--- src/hdl/pdm_consts.svh ---
// Constants for the port D/E/F pin-function multiplexer.
// Assumes an APB slave with 8-bit register words in the low data bits.
`ifndef PDM_CONSTS_SVH
`define PDM_CONSTS_SVH

// Register byte offsets
`define PDM_OFF_SEL_D_LO 8'h00
`define PDM_OFF_SEL_D_HI 8'h04
`define PDM_OFF_SEL_E_LO 8'h08
`define PDM_OFF_SEL_E_HI 8'h0c
`define PDM_OFF_SEL_F_LO 8'h10
`define PDM_OFF_SEL_F_HI 8'h14
`define PDM_OFF_PA_DATA 8'h20
`define PDM_OFF_PA_DIR 8'h24
`define PDM_OFF_PD_DATA 8'h28
`define PDM_OFF_PD_DIR 8'h2c
`define PDM_OFF_PE_DATA 8'h30
`define PDM_OFF_PE_DIR 8'h34
`define PDM_OFF_PF_DATA 8'h38
`define PDM_OFF_PF_DIR 8'h3c
`define PDM_OFF_PA_WAKE 8'h40
`define PDM_OFF_BIT_OP 8'h44

// Bit operation word fields
`define PDM_BOP_BIT_LSB 0
`define PDM_BOP_TGT_LSB 4
`define PDM_BOP_VAL_BIT 8

// Selection codes
`define PDM_FS_ALT1 2'h1
`define PDM_FS_ALT2 2'h2

// Reset values
`define PDM_SEL_RST 8'h00
`define PDM_SEL_F_HI_RST 4'h0
`define PDM_PORT_RST 8'hff
`define PDM_PF_RST 6'h3f
`define PDM_WAKE_RST 8'h00

`endif

--- src/hdl/pdm_pkg.sv ---
// Types for the port D/E/F pin-function multiplexer.
// Assumes nothing beyond the constants header.
package pdm_pkg;
   typedef logic [7:0] pdm_byte_t;
   typedef logic [1:0] pdm_fsel_t;
   typedef logic [2:0] pdm_tgt_t;
endpackage : pdm_pkg

--- src/hdl/pdm_port_def_mux.sv ---
// Pin-function multiplexer for ports D, E, F with port A wake-up, APB slave.
// Assumes pads resolve levels from OUT/OE_N; peripherals share CLK.
//
// Behaviour
// - PD0-3 code 10 gives touch 13-16
// - PD4-7 code 10 gives touch 17-20
// - PE3: capture unless PE2 captures, inverted std timer, touch 24
// - PE2: capture, std timer out, touch 23
// - PE1, PE0 code 10 give touch 22, 21
// - PE7: inverted compact timer, touch 26
// - PE6: compact timer out, touch 25
// - PE5: crystal terminal b, else ext clock
// - PE4 code 10 gives crystal terminal a
// - PF3: UART transmit, serial data line
// - PF2 code 10 gives I/O supply
// - PF1, PF0 code 10 give touch 28, 27
// - PF5, PF4: UART receive, serial clock
// - PF high select upper nibble reads zero
// - Data and direction registers reset all ones
// - New output pin drives high by default
// - Bit operations rewrite the whole byte
// - Enabled PA falling edge wakes sleeping device
//
// Added by the designer: the APB register port and the register offsets.
`include "pdm_consts.svh"
`timescale 1ns/10ps
`default_nettype none

module pdm_port_def_mux import pdm_pkg::*; #(
   parameter int ADDR_W = 8
) (
   input wire logic CLK,
   input wire logic NRST,
   input wire logic PSEL,
   input wire logic PENABLE,
   input wire logic PWRITE,
   input wire logic [ADDR_W-1:0] PADDR,
   input wire logic [31:0] PWDATA,
   output logic [31:0] PRDATA,
   output logic PREADY,
   output logic PSLVERR,
   input wire logic [7:0] PA_IN,
   output logic [7:0] PA_OUT,
   output logic [7:0] PA_OE_N,
   input wire logic [7:0] PD_IN,
   output logic [7:0] PD_OUT,
   output logic [7:0] PD_OE_N,
   input wire logic [7:0] PE_IN,
   output logic [7:0] PE_OUT,
   output logic [7:0] PE_OE_N,
   input wire logic [5:0] PF_IN,
   output logic [5:0] PF_OUT,
   output logic [5:0] PF_OE_N,
   output logic [15:0] TOUCH_INPUT,
   output logic STANDARD_TIMER_CAPTURE_IN,
   input wire logic STANDARD_TIMER_OUT,
   input wire logic STANDARD_TIMER_OUT_INVERTED,
   input wire logic COMPACT_TIMER1_OUT,
   input wire logic COMPACT_TIMER1_OUT_INVERTED,
   output logic COMPACT_TIMER1_EXT_CLOCK,
   output logic CRYSTAL_TERMINAL_A_SEL,
   output logic CRYSTAL_TERMINAL_B_SEL,
   output logic IO_SUPPLY_PIN_SEL,
   input wire logic UART_TX,
   output logic UART_RX,
   input wire logic SERIAL_DATA_OUT,
   input wire logic SERIAL_DATA_OE_N,
   output logic SERIAL_DATA_INPUT_LINE,
   input wire logic SERIAL_CLOCK_OUT,
   input wire logic SERIAL_CLOCK_OE_N,
   output logic SERIAL_CLOCK_IN,
   input wire logic SLEEP_MODE,
   output logic WAKE_UP
);

   ////////////////////////////////////////////////////////////////////////
   // Pad input synchronisers

   logic [29:0] pad_raw;
   logic [29:0] sync1_r;
   logic [29:0] sync2_r;
   logic [29:0] sync3_r;
   logic [29:0] lvl_r;
   logic [7:0] pa_lvl;
   logic [7:0] pd_lvl;
   logic [7:0] pe_lvl;
   logic [5:0] pf_lvl;

   assign pad_raw = {PF_IN, PE_IN, PD_IN, PA_IN};

   genvar gi;
   generate
      for (gi = 0; gi < 30; gi++) begin : g_sync
         always_ff @(posedge CLK) begin
            if (!NRST) begin
               sync1_r[gi] <= 1'b1;
               sync2_r[gi] <= 1'b1;
               sync3_r[gi] <= 1'b1;
               lvl_r[gi] <= 1'b1;
            end else begin
               sync1_r[gi] <= pad_raw[gi];
               sync2_r[gi] <= sync1_r[gi];
               sync3_r[gi] <= sync2_r[gi];
               // Level changes only once two stages agree
               if (sync2_r[gi] == sync3_r[gi]) begin
                  lvl_r[gi] <= sync3_r[gi];
               end
            end
         end
      end
   endgenerate

   assign pa_lvl = lvl_r[7:0];
   assign pd_lvl = lvl_r[15:8];
   assign pe_lvl = lvl_r[23:16];
   assign pf_lvl = lvl_r[29:24];

   ////////////////////////////////////////////////////////////////////////
   // APB handshake

   logic pready_r;
   logic acc_first;
   logic wr_commit;
   logic [7:0] addr8;
   logic addr_hi_ok;

   assign acc_first = PSEL & PENABLE & ~pready_r;
   assign wr_commit = PSEL & PENABLE & pready_r & PWRITE;
   assign addr8 = PADDR[7:0];
   assign addr_hi_ok = (PADDR >> 8) == '0;

   always_ff @(posedge CLK) begin
      if (!NRST) begin
         pready_r <= 1'b0;
      end else begin
         pready_r <= acc_first;
      end
   end

   ////////////////////////////////////////////////////////////////////////
   // Registers

   pdm_byte_t sel_d_lo_r;
   pdm_byte_t sel_d_hi_r;
   pdm_byte_t sel_e_lo_r;
   pdm_byte_t sel_e_hi_r;
   pdm_byte_t sel_f_lo_r;
   logic [3:0] sel_f_hi_r;
   pdm_byte_t pa_dat_r;
   pdm_byte_t pa_dir_r;
   pdm_byte_t pd_dat_r;
   pdm_byte_t pd_dir_r;
   pdm_byte_t pe_dat_r;
   pdm_byte_t pe_dir_r;
   logic [5:0] pf_dat_r;
   logic [5:0] pf_dir_r;
   pdm_byte_t wake_en_r;
   pdm_byte_t wdat;
   pdm_tgt_t bop_tgt;
   logic [2:0] bop_bit;
   logic bop_go;
   pdm_byte_t bop_src;
   pdm_byte_t bop_byte;

   assign wdat = PWDATA[7:0];
   assign bop_tgt = PWDATA[`PDM_BOP_TGT_LSB +: 3];
   assign bop_bit = PWDATA[`PDM_BOP_BIT_LSB +: 3];
   assign bop_go = wr_commit & addr_hi_ok & (addr8 == `PDM_OFF_BIT_OP);

   // Reads the whole port, replaces one bit, writes the byte back
   always_comb begin
      case (bop_tgt)
         3'h0: bop_src = pa_lvl;
         3'h1: bop_src = pa_dir_r;
         3'h2: bop_src = pd_lvl;
         3'h3: bop_src = pd_dir_r;
         3'h4: bop_src = pe_lvl;
         3'h5: bop_src = pe_dir_r;
         3'h6: bop_src = {2'h0, pf_lvl};
         default: bop_src = {2'h0, pf_dir_r};
      endcase
      bop_byte = bop_src;
      bop_byte[bop_bit] = PWDATA[`PDM_BOP_VAL_BIT];
   end

   function automatic logic hit(input logic [7:0] off);
      hit = wr_commit & addr_hi_ok & (addr8 == off);
   endfunction : hit

   always_ff @(posedge CLK) begin
      if (!NRST) begin
         sel_d_lo_r <= `PDM_SEL_RST;
         sel_d_hi_r <= `PDM_SEL_RST;
         sel_e_lo_r <= `PDM_SEL_RST;
         sel_e_hi_r <= `PDM_SEL_RST;
         sel_f_lo_r <= `PDM_SEL_RST;
         sel_f_hi_r <= `PDM_SEL_F_HI_RST;
      end else begin
         if (hit(`PDM_OFF_SEL_D_LO)) sel_d_lo_r <= wdat;
         if (hit(`PDM_OFF_SEL_D_HI)) sel_d_hi_r <= wdat;
         if (hit(`PDM_OFF_SEL_E_LO)) sel_e_lo_r <= wdat;
         if (hit(`PDM_OFF_SEL_E_HI)) sel_e_hi_r <= wdat;
         if (hit(`PDM_OFF_SEL_F_LO)) sel_f_lo_r <= wdat;
         if (hit(`PDM_OFF_SEL_F_HI)) sel_f_hi_r <= wdat[3:0];
      end
   end

   always_ff @(posedge CLK) begin
      if (!NRST) begin
         pa_dat_r <= `PDM_PORT_RST;
         pa_dir_r <= `PDM_PORT_RST;
         pd_dat_r <= `PDM_PORT_RST;
         pd_dir_r <= `PDM_PORT_RST;
         pe_dat_r <= `PDM_PORT_RST;
         pe_dir_r <= `PDM_PORT_RST;
         pf_dat_r <= `PDM_PF_RST;
         pf_dir_r <= `PDM_PF_RST;
         wake_en_r <= `PDM_WAKE_RST;
      end else begin
         if (hit(`PDM_OFF_PA_DATA) | (bop_go & (bop_tgt == 3'h0))) pa_dat_r <= bop_go ? bop_byte : wdat;
         if (hit(`PDM_OFF_PA_DIR) | (bop_go & (bop_tgt == 3'h1))) pa_dir_r <= bop_go ? bop_byte : wdat;
         if (hit(`PDM_OFF_PD_DATA) | (bop_go & (bop_tgt == 3'h2))) pd_dat_r <= bop_go ? bop_byte : wdat;
         if (hit(`PDM_OFF_PD_DIR) | (bop_go & (bop_tgt == 3'h3))) pd_dir_r <= bop_go ? bop_byte : wdat;
         if (hit(`PDM_OFF_PE_DATA) | (bop_go & (bop_tgt == 3'h4))) pe_dat_r <= bop_go ? bop_byte : wdat;
         if (hit(`PDM_OFF_PE_DIR) | (bop_go & (bop_tgt == 3'h5))) pe_dir_r <= bop_go ? bop_byte : wdat;
         if (hit(`PDM_OFF_PF_DATA) | (bop_go & (bop_tgt == 3'h6))) pf_dat_r <= bop_go ? bop_byte[5:0] : wdat[5:0];
         if (hit(`PDM_OFF_PF_DIR) | (bop_go & (bop_tgt == 3'h7))) pf_dir_r <= bop_go ? bop_byte[5:0] : wdat[5:0];
         if (hit(`PDM_OFF_PA_WAKE)) wake_en_r <= wdat;
      end
   end

   ////////////////////////////////////////////////////////////////////////
   // Read decode

   pdm_byte_t rd_byte;
   logic rd_ok;

   always_comb begin
      rd_ok = addr_hi_ok;
      case (addr8)
         `PDM_OFF_SEL_D_LO: rd_byte = sel_d_lo_r;
         `PDM_OFF_SEL_D_HI: rd_byte = sel_d_hi_r;
         `PDM_OFF_SEL_E_LO: rd_byte = sel_e_lo_r;
         `PDM_OFF_SEL_E_HI: rd_byte = sel_e_hi_r;
         `PDM_OFF_SEL_F_LO: rd_byte = sel_f_lo_r;
         `PDM_OFF_SEL_F_HI: rd_byte = {4'h0, sel_f_hi_r};
         `PDM_OFF_PA_DATA: rd_byte = pa_lvl;
         `PDM_OFF_PA_DIR: rd_byte = pa_dir_r;
         `PDM_OFF_PD_DATA: rd_byte = pd_lvl;
         `PDM_OFF_PD_DIR: rd_byte = pd_dir_r;
         `PDM_OFF_PE_DATA: rd_byte = pe_lvl;
         `PDM_OFF_PE_DIR: rd_byte = pe_dir_r;
         `PDM_OFF_PF_DATA: rd_byte = {2'h0, pf_lvl};
         `PDM_OFF_PF_DIR: rd_byte = {2'h0, pf_dir_r};
         `PDM_OFF_PA_WAKE: rd_byte = wake_en_r;
         `PDM_OFF_BIT_OP: rd_byte = 8'h00;
         default: begin
            rd_byte = 8'h00;
            rd_ok = 1'b0;
         end
      endcase
      if (!rd_ok) rd_byte = 8'h00;
   end

   always_ff @(posedge CLK) begin
      if (!NRST) begin
         PRDATA <= 32'h0000_0000;
         PSLVERR <= 1'b0;
      end else if (acc_first) begin
         PRDATA <= PWRITE ? 32'h0000_0000 : {24'h00_0000, rd_byte};
         PSLVERR <= ~rd_ok;
      end else begin
         PSLVERR <= 1'b0;
      end
   end

   assign PREADY = pready_r;

   ////////////////////////////////////////////////////////////////////////
   // Function multiplexer

   logic [15:0] sel_d;
   logic [15:0] sel_e;
   logic [11:0] sel_f;
   logic [29:0] out_nxt;
   logic [29:0] oe_n_nxt;
   logic [15:0] touch_nxt;
   logic cap_nxt;
   logic ctck_nxt;
   logic xa_nxt;
   logic xb_nxt;
   logic vio_nxt;
   logic rx_nxt;
   logic sda_nxt;
   logic scl_nxt;

   assign sel_d = {sel_d_hi_r, sel_d_lo_r};
   assign sel_e = {sel_e_hi_r, sel_e_lo_r};
   assign sel_f = {sel_f_hi_r, sel_f_lo_r};

   always_comb begin
      // General I/O: latch drives when direction bit is low
      out_nxt = {pf_dat_r, pe_dat_r, pd_dat_r, pa_dat_r};
      oe_n_nxt = {pf_dir_r, pe_dir_r, pd_dir_r, pa_dir_r};
      touch_nxt = 16'h0000;
      cap_nxt = 1'b0;
      ctck_nxt = 1'b0;
      xa_nxt = 1'b0;
      xb_nxt = 1'b0;
      vio_nxt = 1'b0;
      rx_nxt = 1'b1;
      sda_nxt = 1'b1;
      scl_nxt = 1'b1;
      for (int i = 0; i < 8; i++) begin
         if (sel_d[2*i +: 2] == `PDM_FS_ALT2) begin
            touch_nxt[i] = pd_lvl[i];
            oe_n_nxt[8+i] = 1'b1;
         end
      end
      for (int i = 0; i < 2; i++) begin
         if (sel_e[2*i +: 2] == `PDM_FS_ALT2) begin
            touch_nxt[8+i] = pe_lvl[i];
            oe_n_nxt[16+i] = 1'b1;
         end
      end
      case (sel_e[7:6])
         `PDM_FS_ALT1: begin
            out_nxt[19] = STANDARD_TIMER_OUT_INVERTED;
            oe_n_nxt[19] = 1'b0;
         end
         `PDM_FS_ALT2: begin
            touch_nxt[11] = pe_lvl[3];
            oe_n_nxt[19] = 1'b1;
         end
         default: cap_nxt = pe_lvl[3];
      endcase
      case (sel_e[5:4])
         `PDM_FS_ALT1: begin
            out_nxt[18] = STANDARD_TIMER_OUT;
            oe_n_nxt[18] = 1'b0;
         end
         `PDM_FS_ALT2: begin
            touch_nxt[10] = pe_lvl[2];
            oe_n_nxt[18] = 1'b1;
         end
         default: cap_nxt = pe_lvl[2];
      endcase
      if (sel_e[9:8] == `PDM_FS_ALT2) begin
         xa_nxt = 1'b1;
         oe_n_nxt[20] = 1'b1;
      end
      if (sel_e[11:10] == `PDM_FS_ALT2) begin
         xb_nxt = 1'b1;
         oe_n_nxt[21] = 1'b1;
      end else begin
         ctck_nxt = pe_lvl[5];
      end
      case (sel_e[13:12])
         `PDM_FS_ALT1: begin
            out_nxt[22] = COMPACT_TIMER1_OUT;
            oe_n_nxt[22] = 1'b0;
         end
         `PDM_FS_ALT2: begin
            touch_nxt[12] = pe_lvl[6];
            oe_n_nxt[22] = 1'b1;
         end
         default: ;
      endcase
      case (sel_e[15:14])
         `PDM_FS_ALT1: begin
            out_nxt[23] = COMPACT_TIMER1_OUT_INVERTED;
            oe_n_nxt[23] = 1'b0;
         end
         `PDM_FS_ALT2: begin
            touch_nxt[13] = pe_lvl[7];
            oe_n_nxt[23] = 1'b1;
         end
         default: ;
      endcase
      for (int i = 0; i < 2; i++) begin
         if (sel_f[2*i +: 2] == `PDM_FS_ALT2) begin
            touch_nxt[14+i] = pf_lvl[i];
            oe_n_nxt[24+i] = 1'b1;
         end
      end
      if (sel_f[5:4] == `PDM_FS_ALT2) begin
         vio_nxt = 1'b1;
         oe_n_nxt[26] = 1'b1;
      end
      case (sel_f[7:6])
         `PDM_FS_ALT1: begin
            out_nxt[27] = UART_TX;
            oe_n_nxt[27] = 1'b0;
         end
         `PDM_FS_ALT2: begin
            out_nxt[27] = SERIAL_DATA_OUT;
            oe_n_nxt[27] = SERIAL_DATA_OE_N;
            sda_nxt = pf_lvl[3];
         end
         default: ;
      endcase
      // PF4 takes precedence over PF5 when both claim the same input
      for (int i = 5; i >= 4; i--) begin
         case (sel_f[2*i +: 2])
            `PDM_FS_ALT1: begin
               rx_nxt = pf_lvl[i];
               oe_n_nxt[24+i] = 1'b1;
            end
            `PDM_FS_ALT2: begin
               out_nxt[24+i] = SERIAL_CLOCK_OUT;
               oe_n_nxt[24+i] = SERIAL_CLOCK_OE_N;
               scl_nxt = pf_lvl[i];
            end
            default: ;
         endcase
      end
   end

   always_ff @(posedge CLK) begin
      if (!NRST) begin
         {PF_OUT, PE_OUT, PD_OUT, PA_OUT} <= {2'h3, 24'hff_ffff, 4'hf};
         {PF_OE_N, PE_OE_N, PD_OE_N, PA_OE_N} <= {2'h3, 24'hff_ffff, 4'hf};
         TOUCH_INPUT <= 16'h0000;
         STANDARD_TIMER_CAPTURE_IN <= 1'b0;
         COMPACT_TIMER1_EXT_CLOCK <= 1'b0;
         CRYSTAL_TERMINAL_A_SEL <= 1'b0;
         CRYSTAL_TERMINAL_B_SEL <= 1'b0;
         IO_SUPPLY_PIN_SEL <= 1'b0;
         UART_RX <= 1'b1;
         SERIAL_DATA_INPUT_LINE <= 1'b1;
         SERIAL_CLOCK_IN <= 1'b1;
      end else begin
         {PF_OUT, PE_OUT, PD_OUT, PA_OUT} <= out_nxt;
         {PF_OE_N, PE_OE_N, PD_OE_N, PA_OE_N} <= oe_n_nxt;
         TOUCH_INPUT <= touch_nxt;
         STANDARD_TIMER_CAPTURE_IN <= cap_nxt;
         COMPACT_TIMER1_EXT_CLOCK <= ctck_nxt;
         CRYSTAL_TERMINAL_A_SEL <= xa_nxt;
         CRYSTAL_TERMINAL_B_SEL <= xb_nxt;
         IO_SUPPLY_PIN_SEL <= vio_nxt;
         UART_RX <= rx_nxt;
         SERIAL_DATA_INPUT_LINE <= sda_nxt;
         SERIAL_CLOCK_IN <= scl_nxt;
      end
   end

   ////////////////////////////////////////////////////////////////////////
   // Port A wake-up

   pdm_byte_t pa_prev_r;
   pdm_byte_t pa_fall;

   assign pa_fall = pa_prev_r & ~pa_lvl & wake_en_r;

   always_ff @(posedge CLK) begin
      if (!NRST) begin
         pa_prev_r <= `PDM_PORT_RST;
         WAKE_UP <= 1'b0;
      end else begin
         pa_prev_r <= pa_lvl;
         WAKE_UP <= SLEEP_MODE & (|pa_fall);
      end
   end

endmodule : pdm_port_def_mux

`default_nettype wire

--- config.mk ---
export PLATFORM = sky130hd
export DESIGN_NAME = pdm_port_def_mux
export DESIGN_NICKNAME = d
export VERILOG_FILES = /design/src/hdl/pdm_pkg.sv /design/src/hdl/pdm_port_def_mux.sv
export VERILOG_INCLUDE_DIRS = /design/src /design/src/hdl
export SDC_FILE = /design/constraint.sdc
export NUM_CORES = 1
export LEC_CHECK = 0
export BUFFER_PORTS_ARGS = -buffer_cell sky130_fd_sc_hd__clkbuf_2
export CAP_MARGIN = 20
export CORE_UTILIZATION = 30
export CTS_CLUSTER_DIAMETER = 40
export DETAILED_ROUTE_END_ITERATION = 6
export GPL_TIMING_DRIVEN = 0
export HOLD_SLACK_MARGIN = 0.02
export PLACE_DENSITY_LB_ADDON = 0.05
export SYNTH_ARGS = -nofsm -noshare
export SYNTH_HDL_FRONTEND = slang
export SYNTH_SLANG_ARGS = --single-unit
export TNS_END_PERCENT = 1
--- constraint.sdc ---
create_clock -name CLK -period 3 [get_ports CLK]
set_input_delay 0.75 -clock CLK [delete_from_list [all_inputs] [get_ports CLK]]
set_output_delay 0.75 -clock CLK [all_outputs]
set_load 0.02 [all_outputs]
==> reports/results.tsv <==
stage	metric	value	unit
outcome	status	complete, no violations	
die	die_w	214	um
worst_setup_path	arrival	3.36	ns
synth	yosysUniqueCellTypes	81	
sta	fmax	337	MHz
place	portBuffers	149	
layout	fillers	4578	
global_route	grt_overflow	0	
synth	async_flop_share	0	%
sta	period_needed	2.97	ns
cts	clock_latency	0.61	ns
place	finalWeightedCongestion	0.923	
detailed_routing	num_vias	11600	
detailed_routing	wl	57200	um
cts	clock_sinks	335	
cts	cts_tree	built	
job	maxCapViolCount	0	
synth	ys_warn_count	0	
die	ios	204	
cts	root_buffer	clkbuf_16	
cts	numCtsBuffers	57	
synth	yosysTopAreaCell	dfxtp_1	
layout	area_growth	26.2	%
place	hpwl	43000	um
synth	synth_area	13500	um2
pwr	power.switching	2.90	mW
die	dieHeight	214	um
layout	postLayoutCellArea	17100	um2
pwr	p_seq_share	39.3	%
sta	relSlewSlack	23.1	%
min_path	hp-class	input port to register	
pwr	irDropWorstVdd	378	uV
global_route	grt_start_max_net_pins	15	
pwr	combPwrFrac	5.1	%
layout	register_area	6710	um2
pwr	p_clk_share	55.5	%
global_route	grt_usage	24.7	%
worst_setup_path	worstPathRequired	3.39	ns
worst_setup_path	start_kind	input port	
synth	netlist.area_leader.share	49.6	%
cts	cts_hold_buf	0	
place	pre_cts_slack	-0.885	ns
die	initial_core_util	30.5	%
synth	yosys_register_bits	335	
sta	hold_violations	0	
layout	final_layout_size_suffix_gt1_share	20.7	%
synth	syn_inst	1445	
sta	setup_ws	0.0322	ns
layout	layout_commonest_cell	dfxtp_1	
layout	final_nets	1776	
detailed_routing	wl_per_cell	24.7	um
global_route	grt_pass1_wl	81100	um
detailed_routing	drt_iter0_drc	751	
cts	cts_buffer_depth	3	
min_path	hold_path_startpoint	PA_IN[3]	
sta	finalCritPeriodShare	98.9	%
sta	worstMarginPinSlew	1.15	ns
worst_setup_path	cp_max_fo	10	
pwr	p_int	8.61	mW
pwr	leakage	6.71	nW
layout	final_cell_mix	335 x dfxtp_1, 159 x nand2b_1, 151 x clkbuf_2	
worst_setup_path	cp-startpoint	NRST	
sta	tns	0	ns
worst_setup_path	setup.worst_path.class	input port to register	
place	place_area	15100	um2
worst_setup_path	cp-end-kind	register	
die	core	44300	um2
synth	synth-main-ff-cell	dfxtp_1	
layout	final_util	38.5	%
layout	multi_input_area	6250	um2
sta	drv_slew	0	
synth	synth_edf_count	0	
global_route	antenna_found_initial	2	
global_route	first_global_vias	11300	
worst_setup_path	r2r_start	PREADY$_SDFF_PN0_	
detailed_routing	drcViolationCount	0	
sta	setup_violations	0	
pwr	sw_frac_of_total	25.2	%
detailed_routing	dr.pass1.iters	5	
die	dieArea	45900	um2
die	rows	77	
cts	cts.clk_slew.worst_paths	0.06	ns
synth	ys_seq_area_share	49.6	%
detailed_routing	detail-route-antenna-nets	0	
sta	rsz0062_at_grt	yes	
synth	synthTopCellsByArea	dfxtp_1 50%, nand2b_1 7.4%, mux2i_1 5.1%	
synth	syn_area_per_cell	9.36	um2
pwr	power.density	675	nW/um2
cts	cts_htree_levels	2	
sta	clock_skew	0.0356	ns
detailed_routing	viasPerCell	5.00	
## synthesized netlist by cell type, drive strengths merged, types with 6 or more instances
master / number
dfxtp: 335
nand2b: 159
nand2: 136
nor2: 105
a21oi: 94
o21ai: 82
mux2i: 69
clkbuf: 64
buf: 61
nand3: 29
inv: 23
nor3: 23
o311ai: 22
mux2: 19
nand3b: 16
a22oi: 15
ha: 14
a31oi: 12
a32oi: 11
and3: 11
o22ai: 10
o211ai: 9
o221ai: 9
nor4: 8
o31ai: 8
a211oi: 7
nor4b: 7
o32ai: 6
## layer usage
layer  vias up  wire length [um]  track usage [%]
met1      5550             26000             32.9
met3        96              3350             5.21
met2       407             25500             38.5
met5         -                 0                0
li1       5536                 -                -
met4         0              2310             10.6
## what timing repair did
action                                  in CTS  in global routing
buffers inserted                             0                  0
endpoints found under the setup margin      24                 35
pin swaps                                    0                  1
resized for setup                            6                  6
## critical path: stages
cell,delay (ns)
clkbuf_2,0.21
clkbuf_1,0.56
clkbuf_1,0.66
clkbuf_1,0.90
o211ai_1,0.27
## power groups by stage
stage                     Combinational (mW)  Sequential (mW)  Clock, mW
final                                  0.591             4.53       6.40
after global routing                   0.623             4.53       6.75
after CTS                              0.582             4.53       6.55
after detailed placement               0.579             4.62          0
after global placement                 0.577             4.62          0
after floorplan                        0.331             4.62          0
## state kept, by name, summed over array words and instances, names as in the netlist, 16 cells and up
signal,count
lvl_r,30
sync1_r,30
sync2_r,30
sync3_r,30
TOUCH_INPUT,16
## layout make-up
cell class,instances,area share (%)
Timing Repair Buffer,150,4.46
Inverter,23,0.506
Buffer,125,3.56
Multi-Input combinational cell,985,36.7
Clock inverter,42,2.41
Antenna cell,2,0.0293
Sequential cell,335,39.3
Clock buffer,64,8.75
Tap cell,592,4.34
## cells by family (layout without fill, tap and decap cells)
group                      after synthesis  count (layout)  share of synthesized area [%]
DFF                                    335             335                           49.6
and+or+nand+nor                        531             531                           20.8
AOI/OAI and AO/OA                      322             322                           15.6
buffers and inverters                  148             404                           5.10
xor gates and xnor gates                 1               1                         0.0648
adders and majority gates               14              14                           1.30
muxes                                   93              93                           7.52
other                                    1              26                         0.0277
## through the flow
| step | cells | power (mW) | hold slack, ns |
|---|---|---|---|
| finish | 2318 | 11.5 | 0.316 |
| global route | 2316 | 11.9 | 0.305 |
| CTS | 2316 | 11.7 | 0.286 |
| detailed placement | 2210 | 5.20 | 0.392 |
| global placement | 2209 | 5.20 | 0.389 |
| floorplan | 1468 | 4.95 | 0.386 |
## final timing paths
check                             endpoint  slack [ns]  cells after the start
setup / recovery      PF_OUT[3]$_SDFF_PN1_        0.03                      5
hold / removal       sync1_r[3]$_SDFF_PN1_        0.32                      2
setup reg to reg  pd_dir_r[4]$_SDFFE_PN1P_        0.31                      6
hold reg to reg     sync2_r[20]$_SDFF_PN1_        0.39                      1
(Power assumes the default switching activity.)
